===== src/inc/scan_map.svh =====
// Register map, field positions, reset values and timing of the scan command port
`ifndef SCAN_MAP_SVH
`define SCAN_MAP_SVH
// Register byte offsets
`define OFF_TEST_COMMAND 8'h00
`define OFF_CYCLE_COUNT_PORT 8'h04
`define OFF_OUTBOUND_SCAN_FIFO 8'h08
`define OFF_INBOUND_SCAN_FIFO 8'h0c
`define OFF_STATUS 8'h10
`define OFF_MODE_CONFIG 8'h14
// Command register fields
`define CMD_SOFT_RESET_BIT 7
`define CMD_TRST_BIT 6
`define CMD_FINISH_HI 5
`define CMD_FINISH_LO 4
`define CMD_OP_HI 3
`define CMD_OP_LO 0
// Mode configuration field
`define CFG_DISCRETE_BIT 0
// Reset values
`define RST_TEST_COMMAND 8'h00
`define RST_MODE_CONFIG 8'h00
// Timing
`define CLK_PERIOD_NS 100
`define TCK_PERIOD_NS 800
// Bus answers
`define RESP_OKAY 2'h0
`define RESP_SLVERR 2'h2
`endif


===== src/inc/scan_pkg.sv =====
// Types shared by the scan command port
package scan_pkg;
	// Target TAP state as tracked by the engine
	typedef enum logic [3:0] {
		TAP_RESET = 4'b0000, TAP_SEL_DR = 4'b0001, TAP_CAP_DR = 4'b0010,
		TAP_SHIFT_DR = 4'b0011, TAP_EXIT1_DR = 4'b0100, TAP_PAUSE_DR = 4'b0101,
		TAP_EXIT2_DR = 4'b0110, TAP_UPD_DR = 4'b0111, TAP_IDLE = 4'b1000,
		TAP_SEL_IR = 4'b1001, TAP_CAP_IR = 4'b1010, TAP_SHIFT_IR = 4'b1011,
		TAP_EXIT1_IR = 4'b1100, TAP_PAUSE_IR = 4'b1101, TAP_EXIT2_IR = 4'b1110,
		TAP_UPD_IR = 4'b1111
	} tap_state_t;
	// Operation codes
	typedef enum logic [3:0] {
		OP_NULL = 4'b0000, OP_RESERVED = 4'b0001, OP_RUN_TEST = 4'b0010,
		OP_ASP_IN = 4'b0011, OP_ASP_FULL = 4'b0100, OP_ASP_OUT = 4'b0101,
		OP_MOVE = 4'b0110, OP_JUMP = 4'b0111, OP_IR_FULL = 4'b1000,
		OP_DR_FULL = 4'b1001, OP_IR_IN = 4'b1010, OP_DR_IN = 4'b1011,
		OP_IR_OUT = 4'b1100, OP_DR_OUT = 4'b1101, OP_IR_RECIRC = 4'b1110,
		OP_DR_RECIRC = 4'b1111
	} op_code_t;
	// Command engine states
	typedef enum logic [2:0] {
		ENG_IDLE = 3'b000, ENG_WAIT = 3'b001, ENG_ENTER = 3'b010,
		ENG_WORK = 3'b011, ENG_LEAVE = 3'b100
	} eng_t;
	// What an operation code needs
	typedef struct packed {
		logic valid;
		logic cnt;
		logic inb;
		logic outb;
		logic addressable_port;
		logic recirc;
		logic move_only;
		logic jump;
		tap_state_t goal;
	} op_use_t;
	// Test access port outputs
	typedef struct packed {
		logic test_clk;
		logic mode_sel;
		logic scan_out;
		logic test_reset_n;
	} tap_pins_t;
endpackage


===== src/logic/byte_fifo.sv =====
// Small synchronous FIFO with valid and ready on both sides
`timescale 1ns/1ps
module byte_fifo #(
	parameter int WIDTH = 8,
	parameter int DEPTH = 4
) (
	input wire logic clk,
	input wire logic rst_n,
	input wire logic flush,
	input wire logic push_valid,
	output logic push_ready,
	input wire logic [WIDTH-1:0] push_data,
	output logic pop_valid,
	input wire logic pop_ready,
	output logic [WIDTH-1:0] pop_data
);
	localparam int AW = (DEPTH > 1) ? $clog2(DEPTH) : 1;
	// Whole FIFO state
	typedef struct packed {
		logic [DEPTH-1:0][WIDTH-1:0] mem;
		logic [AW-1:0] rd;
		logic [AW-1:0] wr;
		logic [AW:0] fill;
	} fifo_st_t;
	fifo_st_t f_q, f_d;
	logic do_push, do_pop;

	assign push_ready = f_q.fill != (AW+1)'(DEPTH);
	assign pop_valid = f_q.fill != '0;
	assign pop_data = f_q.mem[f_q.rd];
	assign do_push = push_valid && push_ready;
	assign do_pop = pop_ready && pop_valid;

	// Pointer and fill update; flush empties without touching data
	always_comb begin
		f_d = f_q;
		if (do_push) begin
			f_d.mem[f_q.wr] = push_data;
			f_d.wr = (f_q.wr == AW'(DEPTH-1)) ? '0 : f_q.wr + 1'b1;
		end
		if (do_pop) begin
			f_d.rd = (f_q.rd == AW'(DEPTH-1)) ? '0 : f_q.rd + 1'b1;
		end
		f_d.fill = f_q.fill + (AW+1)'(do_push) - (AW+1)'(do_pop);
		if (flush) begin
			f_d.rd = '0;
			f_d.wr = '0;
			f_d.fill = '0;
		end
	end

	// State register
	always_ff @(posedge clk) begin
		if (!rst_n) begin
			f_q <= '0;
		end else begin
			f_q <= f_d;
		end
	end
endmodule


===== src/logic/scan_master_command_port.sv =====
// Scan master command port: register slave, command engine and scan buffers
//
// The register addresses and the AXI4-Lite slave port were decided locally.
`timescale 1ns/1ps
`include "scan_map.svh"
module scan_master_command_port
	import scan_pkg::*;
#(
	parameter int FIFO_DEPTH = 4
) (
	input wire logic aclk,
	input wire logic aresetn,
	input wire logic awvalid,
	output logic awready,
	input wire logic [7:0] awaddr,
	input wire logic wvalid,
	output logic wready,
	input wire logic [31:0] wdata,
	input wire logic [3:0] wstrb,
	output logic bvalid,
	input wire logic bready,
	output logic [1:0] bresp,
	input wire logic arvalid,
	output logic arready,
	input wire logic [7:0] araddr,
	output logic rvalid,
	input wire logic rready,
	output logic [31:0] rdata,
	output logic [1:0] rresp,
	input wire logic scan_in,
	output tap_pins_t tap_out
);
	// Test clock period in system clocks, split in two halves
	localparam int TCK_CYC = `TCK_PERIOD_NS / `CLK_PERIOD_NS;
	localparam int HALF = TCK_CYC / 2;
	localparam int PH_W = $clog2(TCK_CYC);

	// ----------------------------------------------------------------
	// State
	// ----------------------------------------------------------------
	typedef struct packed {
		logic aw_free;         // Write address slot empty
		logic [7:0] aw_addr;   // Held write address
		logic w_free;          // Write data slot empty
		logic [7:0] w_data;    // Held write byte
		logic w_lane0;         // Low byte lane enabled
		logic bvalid;          // Write answer pending
		logic [1:0] bresp;     // Write answer code
		logic ar_free;         // Read address slot empty
		logic [7:0] ar_addr;   // Held read address
		logic rvalid;          // Read answer pending
		logic [7:0] rdata;     // Read answer byte
		logic [1:0] rresp;     // Read answer code
		logic [7:0] cmd;       // Test command register
		logic [7:0] cfg;       // Mode configuration register
		logic [31:0] count;    // Test cycle counter
		logic [1:0] wr_idx;    // Next counter byte to write
		logic [1:0] rd_idx;    // Next counter byte to read
		logic loaded;          // Counter loaded flag
		eng_t eng;             // Command engine state
		tap_state_t tap;       // Tracked target TAP state
		logic [PH_W-1:0] phase; // Position within one test clock period
		tap_pins_t pins;       // Pin outputs
		logic [7:0] out_sh;    // Outbound bits not yet sent
		logic [3:0] out_bits;  // Count of bits in out_sh
		logic [7:0] in_sh;     // Inbound bits being gathered
		logic [3:0] in_bits;   // Count of bits in in_sh
		logic in_push;         // Push gathered byte this cycle
		logic [7:0] in_byte;   // Byte being pushed
		logic tdi_s1;          // Synchroniser, first stage
		logic tdi_s2;          // Synchroniser, second stage
		logic prev_tdi;        // Last sampled scan bit
	} st_t;

	localparam st_t ST_RST = '{aw_free: 1'b1, w_free: 1'b1, ar_free: 1'b1,
		cmd: `RST_TEST_COMMAND, cfg: `RST_MODE_CONFIG, eng: ENG_IDLE, tap: TAP_RESET,
		pins: '{test_clk: 1'b0, mode_sel: 1'b1, scan_out: 1'b0, test_reset_n: 1'b1},
		default: '0};

	st_t s_q, s_d;
	op_use_t use_q;             // Decode of the current operation code
	tap_state_t fin;            // Finish state from the command
	logic wr_go, rd_go;         // Held bus request ready to act on
	logic start, flush;         // Command start and FIFO flush
	logic out_push, out_pop, in_pop;
	logic out_push_ready, out_pop_valid, in_push_ready, in_pop_valid;
	logic [7:0] out_pop_data, in_pop_data;

	// ----------------------------------------------------------------
	// Functions
	// ----------------------------------------------------------------
	// Next TAP state for one test clock with the given mode select
	function automatic tap_state_t tap_next(input tap_state_t c, input logic tms);
		logic [3:0] n;
		n = c;
		case (c[2:0])
			3'h0: n = (tms && !c[3]) ? TAP_RESET : (tms ? TAP_SEL_DR : TAP_IDLE);
			3'h1: n = c[3] ? (tms ? TAP_RESET : TAP_CAP_IR) : (tms ? TAP_SEL_IR : TAP_CAP_DR);
			3'h2, 3'h3: n = tms ? {c[3], 3'h4} : {c[3], 3'h3};
			3'h4: n = tms ? {c[3], 3'h7} : {c[3], 3'h5};
			3'h5: n = tms ? {c[3], 3'h6} : c;
			3'h6: n = tms ? {c[3], 3'h7} : {c[3], 3'h3};
			default: n = tms ? TAP_SEL_DR : TAP_IDLE;
		endcase
		return tap_state_t'(n);
	endfunction

	// Mode select bit that brings the target one step closer to the goal
	function automatic logic tms_toward(input tap_state_t c, input tap_state_t g);
		logic same_col;
		same_col = (g[3] == c[3]) && (g[2:1] != 2'b00);
		if (g == TAP_RESET) return 1'b1;
		if (c == TAP_RESET) return 1'b0;
		if (c[2:0] == 3'h1) return !same_col;
		return tap_next(c, 1'b0) != g;
	endfunction

	// What each operation code uses
	function automatic op_use_t op_use(input logic [3:0] op);
		op_use_t u;
		u = '0;
		u.valid = !(op inside {OP_NULL, OP_RESERVED});
		u.move_only = op == OP_MOVE;
		u.jump = op == OP_JUMP;
		u.cnt = u.valid && !u.move_only && !u.jump;
		u.addressable_port = op inside {OP_ASP_IN, OP_ASP_FULL, OP_ASP_OUT};
		u.inb = op inside {OP_ASP_IN, OP_ASP_FULL, OP_IR_FULL, OP_DR_FULL, OP_IR_IN,
			OP_DR_IN, OP_IR_RECIRC, OP_DR_RECIRC};
		u.outb = op inside {OP_ASP_FULL, OP_ASP_OUT, OP_IR_FULL, OP_DR_FULL, OP_IR_OUT,
			OP_DR_OUT};
		u.recirc = op inside {OP_IR_RECIRC, OP_DR_RECIRC};
		u.goal = op[3] ? (op[0] ? TAP_SHIFT_DR : TAP_SHIFT_IR) : TAP_IDLE;
		return u;
	endfunction

	// Finish state field to TAP state
	function automatic tap_state_t finish_of(input logic [1:0] f);
		case (f)
			2'b00: return TAP_RESET;
			2'b01: return TAP_IDLE;
			2'b10: return TAP_PAUSE_DR;
			default: return TAP_PAUSE_IR;
		endcase
	endfunction

	assign use_q = op_use(s_q.cmd[`CMD_OP_HI:`CMD_OP_LO]);
	assign fin = finish_of(s_q.cmd[`CMD_FINISH_HI:`CMD_FINISH_LO]);
	assign wr_go = !s_q.aw_free && !s_q.w_free && !s_q.bvalid;
	assign rd_go = !s_q.ar_free && !s_q.rvalid;

	// ----------------------------------------------------------------
	// Next state
	// ----------------------------------------------------------------
	always_comb begin
		logic done;
		logic [7:0] sh;
		logic [7:0] v;
		logic [3:0] nb;
		tap_state_t goal;
		st_t keep;
		op_use_t wu;
		done = 1'b0;
		sh = s_q.out_sh;
		v = s_q.in_sh;
		nb = s_q.in_bits;
		goal = (s_q.eng == ENG_ENTER) ? use_q.goal : fin;
		keep = s_q;
		// Decode of a command byte on offer, used by the start decision
		wu = op_use(s_q.w_data[`CMD_OP_HI:`CMD_OP_LO]);
		s_d = s_q;
		s_d.in_push = 1'b0;
		start = 1'b0;
		flush = 1'b0;
		out_push = 1'b0;
		out_pop = 1'b0;
		in_pop = 1'b0;
		// Scan input synchroniser
		s_d.tdi_s1 = scan_in;
		s_d.tdi_s2 = s_q.tdi_s1;
		// Bus channel capture and answer release
		if (s_q.aw_free && awvalid) begin
			s_d.aw_free = 1'b0;
			s_d.aw_addr = awaddr;
		end
		if (s_q.w_free && wvalid) begin
			s_d.w_free = 1'b0;
			s_d.w_data = wdata[7:0];
			s_d.w_lane0 = wstrb[0];
		end
		if (s_q.ar_free && arvalid) begin
			s_d.ar_free = 1'b0;
			s_d.ar_addr = araddr;
		end
		if (s_q.bvalid && bready) s_d.bvalid = 1'b0;
		if (s_q.rvalid && rready) s_d.rvalid = 1'b0;

		// Command engine
		case (s_q.eng)
			ENG_IDLE: begin
				s_d.pins.test_clk = 1'b0;
			end
			ENG_WAIT: begin
				if (!use_q.cnt || s_q.loaded) begin
					if (use_q.jump) begin
						s_d.tap = fin;
						done = 1'b1;
					end else if (use_q.addressable_port) begin
						s_d.eng = ENG_WORK;
					end else if (use_q.move_only) begin
						s_d.eng = ENG_LEAVE;
					end else begin
						s_d.eng = ENG_ENTER;
					end
				end
			end
			default: begin
				if (s_q.phase == '0) begin
					// Decide the next test clock, or move on without one
					if (s_q.eng != ENG_WORK && s_q.tap == goal) begin
						if (s_q.eng == ENG_ENTER) s_d.eng = ENG_WORK;
						else done = 1'b1;
					end else if (s_q.eng != ENG_WORK) begin
						s_d.pins.mode_sel = tms_toward(s_q.tap, goal);
						s_d.phase = PH_W'(1);
					end else if (s_q.count == '0) begin
						if (use_q.addressable_port) done = 1'b1;
						else s_d.eng = ENG_LEAVE;
					end else if (!((use_q.outb && s_q.out_bits == '0 && !out_pop_valid) ||
						(use_q.inb && !in_push_ready))) begin
						// Bit cycle; starved buffers gate the test clock
						if (!use_q.addressable_port) s_d.pins.mode_sel = (use_q.goal != TAP_IDLE) &&
							(s_q.count == 32'h0000_0001);
						if (use_q.outb) begin
							if (s_q.out_bits == '0) begin
								out_pop = 1'b1;
								sh = out_pop_data;
								s_d.out_bits = 4'h7;
							end else begin
								s_d.out_bits = s_q.out_bits - 1'b1;
							end
							s_d.pins.scan_out = sh[0];
							s_d.out_sh = sh >> 1;
						end else begin
							s_d.pins.scan_out = use_q.recirc && s_q.prev_tdi;
						end
						s_d.phase = PH_W'(1);
					end
				end else begin
					s_d.phase = (s_q.phase == PH_W'(TCK_CYC - 1)) ? '0 : s_q.phase + 1'b1;
					s_d.pins.test_clk = s_q.phase >= PH_W'(HALF - 1) &&
						s_q.phase != PH_W'(TCK_CYC - 1);
					if (s_q.phase == PH_W'(TCK_CYC - 1)) begin
						// Late in the high half: sample and step the tracked state
						s_d.tap = tap_next(s_q.tap, s_q.pins.mode_sel);
						s_d.prev_tdi = s_q.tdi_s2;
						if (s_q.eng == ENG_WORK) begin
							s_d.count = s_q.count - 32'h0000_0001;
							if (use_q.addressable_port) s_d.tap = s_q.tap;
							if (use_q.inb) begin
								v = {s_q.tdi_s2, s_q.in_sh[7:1]};
								nb = s_q.in_bits + 1'b1;
								s_d.in_sh = v;
								s_d.in_bits = nb;
								if (nb == 4'h8 || s_q.count == 32'h0000_0001) begin
									s_d.in_push = 1'b1;
									s_d.in_byte = v >> (4'h8 - nb);
									s_d.in_bits = '0;
								end
							end
						end
					end
				end
			end
		endcase
		if (done) begin
			s_d.eng = ENG_IDLE;
			s_d.cmd[`CMD_OP_HI:`CMD_OP_LO] = OP_NULL;
		end

		// Bus write
		if (wr_go) begin
			s_d.aw_free = 1'b1;
			s_d.w_free = 1'b1;
			s_d.bvalid = 1'b1;
			s_d.bresp = `RESP_OKAY;
			case (s_q.aw_addr)
				`OFF_TEST_COMMAND: begin
					if (s_q.w_lane0 && s_q.w_data[`CMD_SOFT_RESET_BIT]) begin
						// Keep this cycle's read channel, taken or answered, across the reset
						keep = s_d;
						s_d = ST_RST;
						s_d.bvalid = 1'b1;
						s_d.ar_free = keep.ar_free;
						s_d.ar_addr = keep.ar_addr;
						s_d.rvalid = keep.rvalid;
						s_d.rdata = keep.rdata;
						s_d.rresp = keep.rresp;
						flush = 1'b1;
					end else if (s_q.eng != ENG_IDLE) begin
						s_d.aw_free = 1'b0;
						s_d.w_free = 1'b0;
						s_d.bvalid = 1'b0;
					end else if (s_q.w_lane0) begin
						s_d.cmd = s_q.w_data;
						if (s_q.cfg[`CFG_DISCRETE_BIT] || !wu.valid) begin
							s_d.cmd[`CMD_OP_HI:`CMD_OP_LO] = OP_NULL;
						end else begin
							start = 1'b1;
							flush = 1'b1;
							s_d.eng = ENG_WAIT;
							s_d.phase = '0;
							s_d.out_bits = '0;
							s_d.in_bits = '0;
							s_d.in_push = 1'b0;
						end
					end
				end
				`OFF_CYCLE_COUNT_PORT: begin
					if (s_q.eng == ENG_IDLE && s_q.w_lane0) begin
						s_d.count[s_q.wr_idx*8 +: 8] = s_q.w_data;
						s_d.wr_idx = s_q.wr_idx + 1'b1;
						s_d.loaded = s_q.wr_idx == 2'h3;
					end
				end
				`OFF_OUTBOUND_SCAN_FIFO: begin
					if (!out_push_ready) begin
						s_d.aw_free = 1'b0;
						s_d.w_free = 1'b0;
						s_d.bvalid = 1'b0;
					end else begin
						out_push = s_q.w_lane0;
					end
				end
				`OFF_MODE_CONFIG: begin
					if (s_q.eng == ENG_IDLE && s_q.w_lane0) s_d.cfg = s_q.w_data;
				end
				`OFF_STATUS, `OFF_INBOUND_SCAN_FIFO: begin
				end
				default: s_d.bresp = `RESP_SLVERR;
			endcase
		end

		// Bus read
		if (rd_go) begin
			s_d.ar_free = 1'b1;
			s_d.rvalid = 1'b1;
			s_d.rresp = `RESP_OKAY;
			s_d.rdata = 8'h00;
			case (s_q.ar_addr)
				`OFF_TEST_COMMAND: s_d.rdata = s_q.cmd;
				`OFF_CYCLE_COUNT_PORT: begin
					s_d.rdata = s_q.count[s_q.rd_idx*8 +: 8];
					s_d.rd_idx = s_q.rd_idx + 1'b1;
				end
				`OFF_INBOUND_SCAN_FIFO: begin
					if (!in_pop_valid) begin
						s_d.ar_free = 1'b0;
						s_d.rvalid = 1'b0;
					end else begin
						s_d.rdata = in_pop_data;
						in_pop = 1'b1;
					end
				end
				`OFF_STATUS: s_d.rdata = {in_pop_valid, !out_push_ready, s_q.loaded, 1'b0, s_q.tap};
				`OFF_MODE_CONFIG: s_d.rdata = s_q.cfg;
				`OFF_OUTBOUND_SCAN_FIFO: begin
				end
				default: s_d.rresp = `RESP_SLVERR;
			endcase
		end
		// Test reset pin follows the command bit outside discrete mode
		s_d.pins.test_reset_n = s_d.cfg[`CFG_DISCRETE_BIT] | !s_d.cmd[`CMD_TRST_BIT];
	end

	// State register
	always_ff @(posedge aclk) begin
		if (!aresetn) begin
			s_q <= ST_RST;
		end else begin
			s_q <= s_d;
		end
	end

	// ----------------------------------------------------------------
	// Scan buffers
	// ----------------------------------------------------------------
	byte_fifo #(.WIDTH(8), .DEPTH(FIFO_DEPTH)) u_out_fifo (
		.clk(aclk), .rst_n(aresetn), .flush(flush),
		.push_valid(out_push), .push_ready(out_push_ready), .push_data(s_q.w_data),
		.pop_valid(out_pop_valid), .pop_ready(out_pop), .pop_data(out_pop_data)
	);
	byte_fifo #(.WIDTH(8), .DEPTH(FIFO_DEPTH)) u_in_fifo (
		.clk(aclk), .rst_n(aresetn), .flush(flush),
		.push_valid(s_q.in_push && !flush), .push_ready(in_push_ready),
		.push_data(s_q.in_byte),
		.pop_valid(in_pop_valid), .pop_ready(in_pop), .pop_data(in_pop_data)
	);

	// Outputs, all from the state register
	assign awready = s_q.aw_free;
	assign wready = s_q.w_free;
	assign bvalid = s_q.bvalid;
	assign bresp = s_q.bresp;
	assign arready = s_q.ar_free;
	assign rvalid = s_q.rvalid;
	assign rdata = {24'h00_0000, s_q.rdata};
	assign rresp = s_q.rresp;
	assign tap_out = s_q.pins;

	logic busy, cmd_wr, cnt_wr;
	assign busy = s_q.eng != ENG_IDLE;
	assign cmd_wr = wr_go && s_q.aw_addr == `OFF_TEST_COMMAND && s_q.w_lane0;
	assign cnt_wr = wr_go && s_q.aw_addr == `OFF_CYCLE_COUNT_PORT && s_q.w_lane0;
endmodule


===== config.mk =====
export PLATFORM = sky130hd
export DESIGN_NAME = scan_master_command_port
export DESIGN_NICKNAME = d
export VERILOG_FILES = /design/src/inc/scan_pkg.sv /design/src/logic/byte_fifo.sv /design/src/logic/scan_master_command_port.sv
export VERILOG_INCLUDE_DIRS = /design/src /design/src/inc
export SDC_FILE = /design/constraint.sdc
export NUM_CORES = 1
export LEC_CHECK = 0
export BUFFER_PORTS_ARGS = -buffer_cell sky130_fd_sc_hd__buf_2
export CAP_MARGIN = 20
export CELL_PAD_IN_SITES_DETAIL_PLACEMENT = 1
export CELL_PAD_IN_SITES_GLOBAL_PLACEMENT = 1
export CORE_MARGIN = 1.5
export CORE_UTILIZATION = 46
export CTS_CLUSTER_DIAMETER = 30
export CTS_CLUSTER_SIZE = 25
export DETAILED_ROUTE_END_ITERATION = 8
export PLACE_DENSITY_LB_ADDON = 0.1
export SETUP_SLACK_MARGIN = 0.2
export SLEW_MARGIN = 20
export SYNTH_ARGS = -nofsm -noshare
export SYNTH_HDL_FRONTEND = slang
export SYNTH_SLANG_ARGS = --single-unit

===== constraint.sdc =====
create_clock -name aclk -period 4.3 [get_ports aclk]
set_input_delay 0.215 -clock aclk [delete_from_list [all_inputs] [get_ports aclk]]
set_output_delay 0.215 -clock aclk [all_outputs]
set_load 0.1 [all_outputs]

==> results of run 1 <==
-- routing by layer --
layer	wire [um]	part of all wire [%]	GRT usage, %
met3	1730	4.5	5.40
met5	0	0	0
met1	16400	43	35.0
met4	1280	3.3	11.8
met2	19100	50	50.3
-- logic make-up after synthesis --
group                    share of synthesized area (%)
XOR/XNOR                                          3.00
other                                           0.0313
multiplexers                                      10.8
adder cells (fa/ha/maj)                           3.26
buffers and inverters                             6.78
AND/OR/NAND/NOR                                   24.8
flip-flops                                        36.7
AO/OA/AOI/OAI                                     14.7
-- cell usage in the layout, fill, tap and decap left out, types with 11 or more instances in the layout --
cell type	n
a21boi_0	50
a21oi_1	82
a22oi_1	20
and2_1	15
and3_1	11
buf_2	50
buf_4	22
clkbuf_16	55
conb_1	26
dfxtp_1	220
dlygate4sd3_1	38
ha_1	28
inv_1	39
mux2i_1	59
mux4_2	28
nand2_1	224
nand2b_1	12
nand3_1	99
nand4_1	13
nor2_1	83
nor2b_1	33
nor3_1	29
o21ai_0	50
xnor2_1	21
xor2_1	20
-- worst register-to-register path, stage by stage (launching register included) --
cell     delay, ns
dfxtp_1       0.36
or4_4         0.56
or3_1         0.48
nor4b_4       0.56
a311o_1       0.24
nor3_1        0.08
and4_1        0.23
ha_1          0.27
inv_1         0.04
ha_1          0.19
fa_1          0.39
xnor2_1       0.18
xnor2_1       0.14
nor2_1        0.05
-- cell type report --
type | count | area (um^2) | share of cell area [%]
timing repair buffer | 110 | 796 | 5.43
multi-input combinational | 1053 | 6890 | 47.1
antenna | 1 | 2.50 | 0.0171
clock buffer | 67 | 1490 | 10.2
inverter | 40 | 150 | 1.02
tap | 330 | 413 | 2.82
clock inverter | 32 | 500 | 3.42
sequential | 220 | 4400 | 30.1
-- where the power goes --
group	leakage, nW	internal [mW]	switching, mW
sequential	1.78	2.07	0.0424
combinational	2.94	0.0912	0.285
clock	0.956	3.05	1.33
-- repair_timing --
item / CTS / global route
endpoints found under the setup margin: 0 / 0
hold endpoints to repair: 30 / 0
hold buffers: 38 / 0
-- flip-flops by register name, summed over array words and instances (netlist names) --
| register | count |
|---|---|
| rdata | 8 |
| arready | 1 |
| s_q | 123 |
| wready | 1 |
| bresp | 1 |
| tap_out | 4 |
| awready | 1 |
| rresp | 1 |
| u_out_fifo.f_q | 39 |
| rvalid | 1 |
| u_in_fifo.f_q | 39 |
| bvalid | 1 |
-- through the flow --
stage	setup slack, ns	area, um^2	total power [mW]
after floorplan	0.924	12100	2.42
after detailed placement	0.428	12300	2.48
after global placement	0.495	12300	2.48
final	0.427	14700	6.87
after global routing	0.273	14600	7.06
after CTS	0.420	14600	6.90
-- worst max path at each step --
stage                                    to  slack, ns  depth (start not counted)
after floorplan           u_out_fifo.f_q[2]       0.92                         14
after global placement    u_out_fifo.f_q[2]       0.50                         13
after detailed placement  u_out_fifo.f_q[2]       0.43                         13
after CTS                 u_out_fifo.f_q[2]       0.42                         13
after global routing      u_out_fifo.f_q[2]       0.27                         13
final                     u_out_fifo.f_q[2]       0.43                         13
==> results.json, run 1 <==
{
  "status": "completed",
  "r2r-end": "u_out_fifo.f_q[2]",
  "antenna_found_initial": 0,
  "rows": 58,
  "initial_utilization_pct": 47.2,
  "cts_sinks": 220,
  "setup_viol": 0,
  "ff2ff_path_depth": 13,
  "setup_tns_ns": 0,
  "vias": 10700,
  "fp.dieH_um": 164,
  "drtAntennaViolNets": 0,
  "grt_pass1_vias": 11300,
  "clockBufferDepth": 3,
  "final.setup_skew_ns": 0.0549,
  "wirelength_um": 38500,
  "worst_slew_pin_slew_ns": 1.05,
  "yosys_warnings": 0,
  "grt_max_degree": 100,
  "critPathCaptureType": "register",
  "chipWidth_um": 164,
  "instances_no_fill": 1853,
  "synth_top_area_share_pct": 36.7,
  "place_inst": 1715,
  "ioPinCount": 105,
  "slew_headroom_pct": 29.2,
  "drcViolationCount": 0,
  "initialDrtViolationCount": 506,
  "ys_async_sr_fraction_pct": 0,
  "dp_hpwl_um": 24700,
  "critPathTopFamily": "simple AND/OR/NAND/NOR gates",
  "fin_crit_ns": 3.87,
  "grt.total_usage_pct": 28.9,
  "synth-seq-area-share_pct": 36.7,
  "slew_violations": 0,
  "overflow": 0,
  "vdd_drop_max_mv": 0.542,
  "power_density_mw_per_mm2": 469,
  "slowest_delay_ns": 0.56,
  "syn2layout_area_growth_pct": 22.2,
  "worst-path-buf-inv": 1,
  "synth_most_common_cell": "nand2_1",
  "ys_top_cells_by_area": "dfxtp_1 (37%), nand2_1 (7.0%), mux4_2 (5.3%)",
  "drt-pass1-iter-count": 7,
  "path_clk_slew_ns": 0.05,
  "hold_class": "in -> reg",
  "netlist_instances": 1418,
  "worstSetupPathType": "reg -> reg",
  "synth-edff-count": 0,
  "avgSynthCellArea_um2": 8.45,
  "grt_pass1_wl_um": 61000,
  "hold_depth": 3,
  "synth_top_area_cell": "dfxtp_1",
  "synth_ff_type": "dfxtp_1",
  "gp_congestion": 0.858,
  "max_freq_mhz": 258,
  "hp-start": "arvalid",
  "worst_hold_slack_ns": 0.0376,
  "utilization_pct": 57.7,
  "hold_end": "s_q[119]",
  "netlist_area_mm2": 0.0120,
  "drive_gt1_share_pct": 15.4,
  "finalNetCount": 1570,
  "netlist_top_cells_count": "nand2_1 (224), dfxtp_1 (220), nand3_1 (99)",
  "wl_per_cell_um": 20.8,
  "cp_cell_sequence": "or4_4, or3_1, nor4b_4, a311o_1, nor3_1, and4_1, ha_1, inv_1, ha_1, fa_1, xnor2_1, xnor2_1, nor2_1",
  "core_mm2": 0.0254,
  "post-route-period-util_pct": 90.1,
  "synthDistinctLibCells": 77,
  "ys_ff_latch": 220,
  "finalHoldViolCount": 0,
  "crit_start": "s_q[71]",
  "cp_data_required_time_ns": 4.74,
  "r2r-start": "s_q[71]",
  "post_cts.repair.setup_buffers": 0,
  "filler_cell_count": 2967,
  "worstPathArrival_ns": 4.32,
  "rsz0062_at_grt": "no",
  "h-tree-depth": 2,
  "root_buffer": "clkbuf_16",
  "cts_buffers": 55,
  "path_max_fanout": 6,
  "cts_resized": 0,
  "crit_slowest_cell": "or4_4",
  "routed_via_density": 5.75,
  "numPortBuffers": 51,
  "power.leakage_nw": 5.68,
  "maxCapViolCount": 0,
  "worst_setup_path_start_kind": "register",
  "ff2ff_setup_slack_ns": 0.43,
  "cts_tree": "yes",
  "clk_latency_ns": 0.60,
  "dieArea_mm2": 0.0270
}
Power figures use the tool's default switching activity.
==> inputs of run 2 (changes only) <==
--- a/config.mk
+++ b/config.mk
@@ -15,7 +15,7 @@
 export CTS_CLUSTER_DIAMETER = 30
 export CTS_CLUSTER_SIZE = 25
 export DETAILED_ROUTE_END_ITERATION = 8
-export PLACE_DENSITY_LB_ADDON = 0.1
+export PLACE_DENSITY = 0.91
 export SETUP_SLACK_MARGIN = 0.2
 export SLEW_MARGIN = 20
 export SYNTH_ARGS = -nofsm -noshare
==> run 2 against run 1 <==
Against the previous run: register-to-register slack got worse by 0.13 ns; highest routed layer unchanged; sequential cell count stayed put; total power down 0.91%; clock-buffer cell count increased by 4; critical path depth decreased by 6; critical endpoint is now s_q[15]; core utilization down 0.38 points; largest cell class unchanged; design area fell by 0.66%; sequential power barely moved; fmax down 3.2%.
==> results.json, run 2 (synthesis gave the netlist of run 1 again) <==
{
  "core_mm2": 0.0254,
  "place_inst": 1713,
  "initial_utilization_pct": 47.2,
  "worst_hold_slack_ns": 0.0395,
  "wl_per_cell_um": 27.0,
  "final.setup_skew_ns": 0.0745,
  "ff2ff_setup_slack_ns": 0.30,
  "drt-pass1-iter-count": 7,
  "numPortBuffers": 51,
  "finalNetCount": 1568,
  "vdd_drop_max_mv": 0.448,
  "instances_no_fill": 1854,
  "worst_setup_path_start_kind": "register",
  "worstSetupPathType": "reg -> reg",
  "overflow": 0,
  "fin_crit_ns": 4.00,
  "max_freq_mhz": 250,
  "path_clk_slew_ns": 0.05,
  "cts_sinks": 220,
  "grt_pass1_vias": 12900,
  "drive_gt1_share_pct": 15.0,
  "chipWidth_um": 164,
  "critPathCaptureType": "register",
  "hp-start": "arvalid",
  "hold_class": "in -> reg",
  "worstPathArrival_ns": 4.43,
  "drtAntennaViolNets": 0,
  "ioPinCount": 105,
  "rsz0062_at_grt": "no",
  "status": "completed",
  "syn2layout_area_growth_pct": 21.4,
  "mostFrequentLayoutCell": "nand2_1",
  "filler_cell_count": 2884,
  "maxCapViolCount": 0,
  "power.leakage_nw": 5.62,
  "p_total_mw": 6.81,
  "slew_headroom_pct": 14.3,
  "root_buffer": "clkbuf_16",
  "cts_tree": "yes",
  "cp_data_required_time_ns": 4.73,
  "clockBufferDepth": 3,
  "vias": 12100,
  "setup_viol": 0,
  "regMostFlops": "s_q",
  "dp_hpwl_um": 25000,
  "dieArea_mm2": 0.0270,
  "largest_reg_flops": 123,
  "cts_buffers": 52,
  "finalHoldViolCount": 0,
  "h-tree-depth": 2,
  "antenna_found_initial": 2,
  "layout_common_cells": "nand2_1 (224), dfxtp_1 (220), nand3_1 (99), nor2_1 (83), a21oi_1 (82)",
  "grt.total_usage_pct": 36.4,
  "clk_latency_ns": 0.62,
  "path_max_fanout": 12,
  "slew_violations": 0,
  "gp_congestion": 0.926,
  "routed_via_density": 6.50,
  "setup_tns_ns": 0,
  "rows": 58,
  "power_density_mw_per_mm2": 468,
  "fp.dieH_um": 164,
  "post-route-period-util_pct": 93.0,
  "drcViolationCount": 0,
  "wirelength_um": 50100,
  "r2r-start": "s_q[142]",
  "grt_pass1_wl_um": 75500,
  "initialDrtViolationCount": 1320,
  "top_regs": "s_q: 123 flops, u_in_fifo.f_q: 39 flops, u_out_fifo.f_q: 39 flops",
  "worst_slew_pin_slew_ns": 1.27,
  "grt_max_degree": 86,
  "crit_start": "s_q[142]"
}
[run 2: changes by cell type in the layout (fill, tap and decap cells not counted), sizes merged]
cell	previous run	this run
clkinvlp	7	5
clkbuf	67	71
inv	40	43
dlygate4sd3	38	39
clkinv	15	11
bufinv	10	8
diode	1	2
[run 2: where the power goes]
part / switching, mW / total, mW / internal (mW) / leakage, nW
sequential: 0.0545 / 2.12 / 2.06 / 1.78
combinational: 0.297 / 0.388 / 0.0910 / 2.95
clock: 1.45 / 4.30 / 2.84 / 0.892
total: 1.81 / 6.81 / 5.00 / 5.62
[run 2: metrics by stage]
step / instance area (um^2) / util [%] / setup slack (ns)
6_report: 14600 / 57.3 / 0.301
5_1_grt: 14600 / 57.3 / 0.243
4_1_cts: 14500 / 57.1 / 0.204
3_5_place_dp: 12300 / 48.3 / 0.297
3_3_place_gp: 12300 / 48.3 / 0.493
2_1_floorplan: 12100 / - / 0.924
[run 2: worst paths after layout]
check | endpoint | cells after the start
hold / removal | s_q[121] | 3
setup reg to reg | s_q[15] | 7
setup / recovery | s_q[15] | 7
hold reg to reg | s_q[1] | 1
[run 2: area by class of cell]
| class | instances | area (um^2) | share of cell area (%) |
|---|---|---|---|
| multi-input combinational | 1053 | 6910 | 47.5 |
| sequential | 220 | 4400 | 30.3 |
| clock buffer | 71 | 1440 | 9.91 |
| timing repair buffer | 111 | 806 | 5.54 |
| clock inverter | 27 | 420 | 2.89 |
| tap | 330 | 413 | 2.84 |
| inverter | 40 | 150 | 1.03 |
| antenna | 2 | 5.00 | 0.0344 |
[run 2: timing repair]
item                                    4_1_cts  5_1_grt
gates resized for setup                       0        3
hold endpoints to repair                     30        0
buffers inserted                              0        2
endpoints found under the setup margin        0        1
hold buffers                                 39        0
[run 2: critical path: stages, from the launching register on]
cell and delay [ns]:
dfxtp_1 0.33, or4_4 0.65, or4_1 0.54, nor3_1 0.56, a21boi_0 0.61, nand2_1 0.70, buf_4 0.32, nor2_1 0.10
[run 2: layer usage]
layer	global-route usage, %	up-vias	wire [um]
met5	0	-	0
li1	-	5071	-
met2	60.9	737	24200
met3	8.89	300	3830
met1	39.7	5951	18400
met4	28.4	0	3690
==> inputs of run 3 (changes only) <==
--- a/config.mk
+++ b/config.mk
@@ -15,7 +15,7 @@
 export CTS_CLUSTER_DIAMETER = 30
 export CTS_CLUSTER_SIZE = 25
 export DETAILED_ROUTE_END_ITERATION = 8
-export PLACE_DENSITY = 0.91
+export PLACE_DENSITY = 0.89
 export SETUP_SLACK_MARGIN = 0.2
 export SLEW_MARGIN = 20
 export SYNTH_ARGS = -nofsm -noshare
==> run 3 against run 2 <==
Against the previous run: the run now ends with hold timing left; combinational power decreased by 3%; worst hold slack got worse by 0.042 ns; first-iteration DRC count is 11% lower; via count decreased by 1.1%; fmax increased by 2.7%; routed wire length shrank 5.4%; clock skew increased by 0.010 ns; critical path depth grew 7; critical path type unchanged; largest power group unchanged; highest routed layer unchanged.
==> results.json, run 3 (synthesis gave the netlist of run 1 again) <==
{
  "p_comb_share_pct": 5.9,
  "syn2layout_area_growth_pct": 19.4,
  "worst_slew_pin_slew_ns": 0.986,
  "core_mm2": 0.0254,
  "instances_no_fill": 1841,
  "seq_power_share_pct": 32.9,
  "dp_worst_setup_slack_ns": 0.459,
  "multiInputGateArea_mm2": 0.00691,
  "top_regs": "s_q: 123 flops, u_in_fifo.f_q: 39 flops, u_out_fifo.f_q: 39 flops",
  "antenna_found_initial": 0,
  "seq_area_mm2": 0.00440,
  "place_inst": 1715,
  "vias": 11900,
  "critPathCaptureType": "register",
  "max_freq_mhz": 257,
  "slew_headroom_pct": 33.7,
  "grt_pass1_wl_um": 73200,
  "chipWidth_um": 164,
  "filler_cell_count": 2917,
  "drcViolationCount": 0,
  "drt-pass1-iter-count": 5,
  "swShare_pct": 27.5,
  "path_clk_slew_ns": 0.05,
  "slowest_delay_ns": 0.58,
  "finalHoldViolCount": 1,
  "numPortBuffers": 51,
  "h-tree-depth": 2,
  "diodes": 0,
  "rows": 58,
  "rsz0062_at_grt": "no",
  "clk_latency_ns": 0.62,
  "grt.total_usage_pct": 35.2,
  "post-route-period-util_pct": 90.5,
  "root_buffer": "clkbuf_16",
  "fin_crit_ns": 3.89,
  "worstPathArrival_ns": 4.39,
  "worst_setup_path_start_kind": "register",
  "layout_common_cells": "nand2_1 (224), dfxtp_1 (220), nand3_1 (99), nor2_1 (83), a21oi_1 (82)",
  "ioPinCount": 105,
  "setup_tns_ns": 0,
  "hold_class": "in -> reg",
  "clockBufferDepth": 3,
  "cp_data_required_time_ns": 4.79,
  "layout_setup_ws_ns": 0.407,
  "fp.dieH_um": 164,
  "postPlaceCellArea_mm2": 0.0123,
  "slew_violations": 0,
  "final.setup_skew_ns": 0.0849,
  "path_max_fanout": 6,
  "dieArea_mm2": 0.0270,
  "utilization_pct": 56.4,
  "drtAntennaViolNets": 0,
  "cts_tree": "yes",
  "vdd_drop_max_mv": 0.378,
  "initial_utilization_pct": 47.2,
  "maxCapViolCount": 0,
  "grt_pass1_vias": 12900,
  "routed_via_density": 6.48,
  "violations": "hold timing",
  "p_total_mw": 6.44,
  "cts_sinks": 220,
  "overflow": 0,
  "worstSetupPathType": "reg -> reg",
  "status": "finished with violations",
  "finalNetCount": 1560,
  "dp_hpwl_um": 24500,
  "grt_max_degree": 78,
  "clkPwrFrac_pct": 61.2,
  "wirelength_um": 47400,
  "mostFrequentLayoutCell": "nand2_1",
  "regMostFlops": "s_q",
  "intPower_mw": 4.67,
  "switching_power_mw": 1.77,
  "initialDrtViolationCount": 1169,
  "worst_hold_slack_ns": -0.00292,
  "largest_reg_flops": 123,
  "cts_buffers": 52,
  "crit_slowest_cell": "or4_4",
  "cp_cell_sequence": "or4_4, or3_4, nor4b_4, buf_4, a311o_1, nor3_1, and4_1, ha_1, inv_1, ha_1, fa_1, xnor2_1, xnor2_1, nor2_1",
  "wl_per_cell_um": 25.7,
  "setup_viol": 0,
  "drive_gt1_share_pct": 15.0,
  "gp_congestion": 0.918,
  "final_cell_area_mm2": 0.0143,
  "power.leakage_nw": 5.55,
  "power_density_mw_per_mm2": 449
}
-- run 3: changes by cell type in the layout (fill, tap and decap cells not counted), sizes merged --
cell         change
clkbuf           -2
buf              +1
diode            -2
clkinv           +9
dlygate4sd3      -9
clkinvlp         -3
inv              -2
bufinv           -5
-- run 3: layer usage --
| metal | up-vias | part of all wire [%] | GRT usage, % | routed length [um] |
|---|---|---|---|---|
| li1 | 5049 | - | - | - |
| met1 | 5884 | 36 | 37.5 | 17200 |
| met2 | 717 | 50 | 60.5 | 23500 |
| met3 | 276 | 7.2 | 7.89 | 3400 |
| met4 | 0 | 7.1 | 27.4 | 3370 |
| met5 | - | 0 | 0 | 0 |
-- run 3: final timing paths --
| kind | from | to | slack [ns] | depth (start not counted) |
|---|---|---|---|---|
| worst max-delay path | s_q[71] | u_out_fifo.f_q[2] | 0.41 | 14 |
| worst min-delay path | awvalid | s_q[141] | -0.003 | 3 |
| worst max register to register | s_q[71] | u_out_fifo.f_q[2] | 0.41 | 14 |
| worst min register to register | s_q[2] | s_q[1] | 0.43 | 1 |
-- run 3: cell type report --
| class | count | share of cell area [%] |
|---|---|---|
| Multi-Input combinational cell | 1053 | 48.2 |
| Inverter | 40 | 1.05 |
| Timing Repair Buffer | 103 | 5.05 |
| Tap cell | 330 | 2.88 |
| Clock buffer | 69 | 9.95 |
| Clock inverter | 26 | 2.05 |
| Sequential cell | 220 | 30.8 |
-- run 3: critical path: cells and delay by family, from the launching register on --
| kind | cells | cell delay, ns |
|---|---|---|
| AND/OR/NAND/NOR | 6 | 1.65 |
| adder cells (fa/ha/maj) | 3 | 0.90 |
| buffers and inverters | 2 | 0.27 |
| flip-flops | 1 | 0.37 |
| XOR/XNOR | 2 | 0.38 |
| AO/OA/AOI/OAI | 1 | 0.21 |
-- run 3: power groups by stage --
stage          combinational (mW)  clock [mW]  sequential (mW)
2_1_floorplan               0.273           0             2.14
3_5_place_dp                0.331           0             2.15
6_report                    0.378        3.94             2.12
3_3_place_gp                0.325           0             2.15
5_1_grt                     0.392        4.03             2.12
4_1_cts                     0.363        3.87             2.11
-- run 3: repair_timing --
action,4_1_cts,5_1_grt
endpoints found under the setup margin,0,1
resized for setup,0,2
hold endpoints to repair,29,0
buffers inserted,0,1
hold buffers,30,0
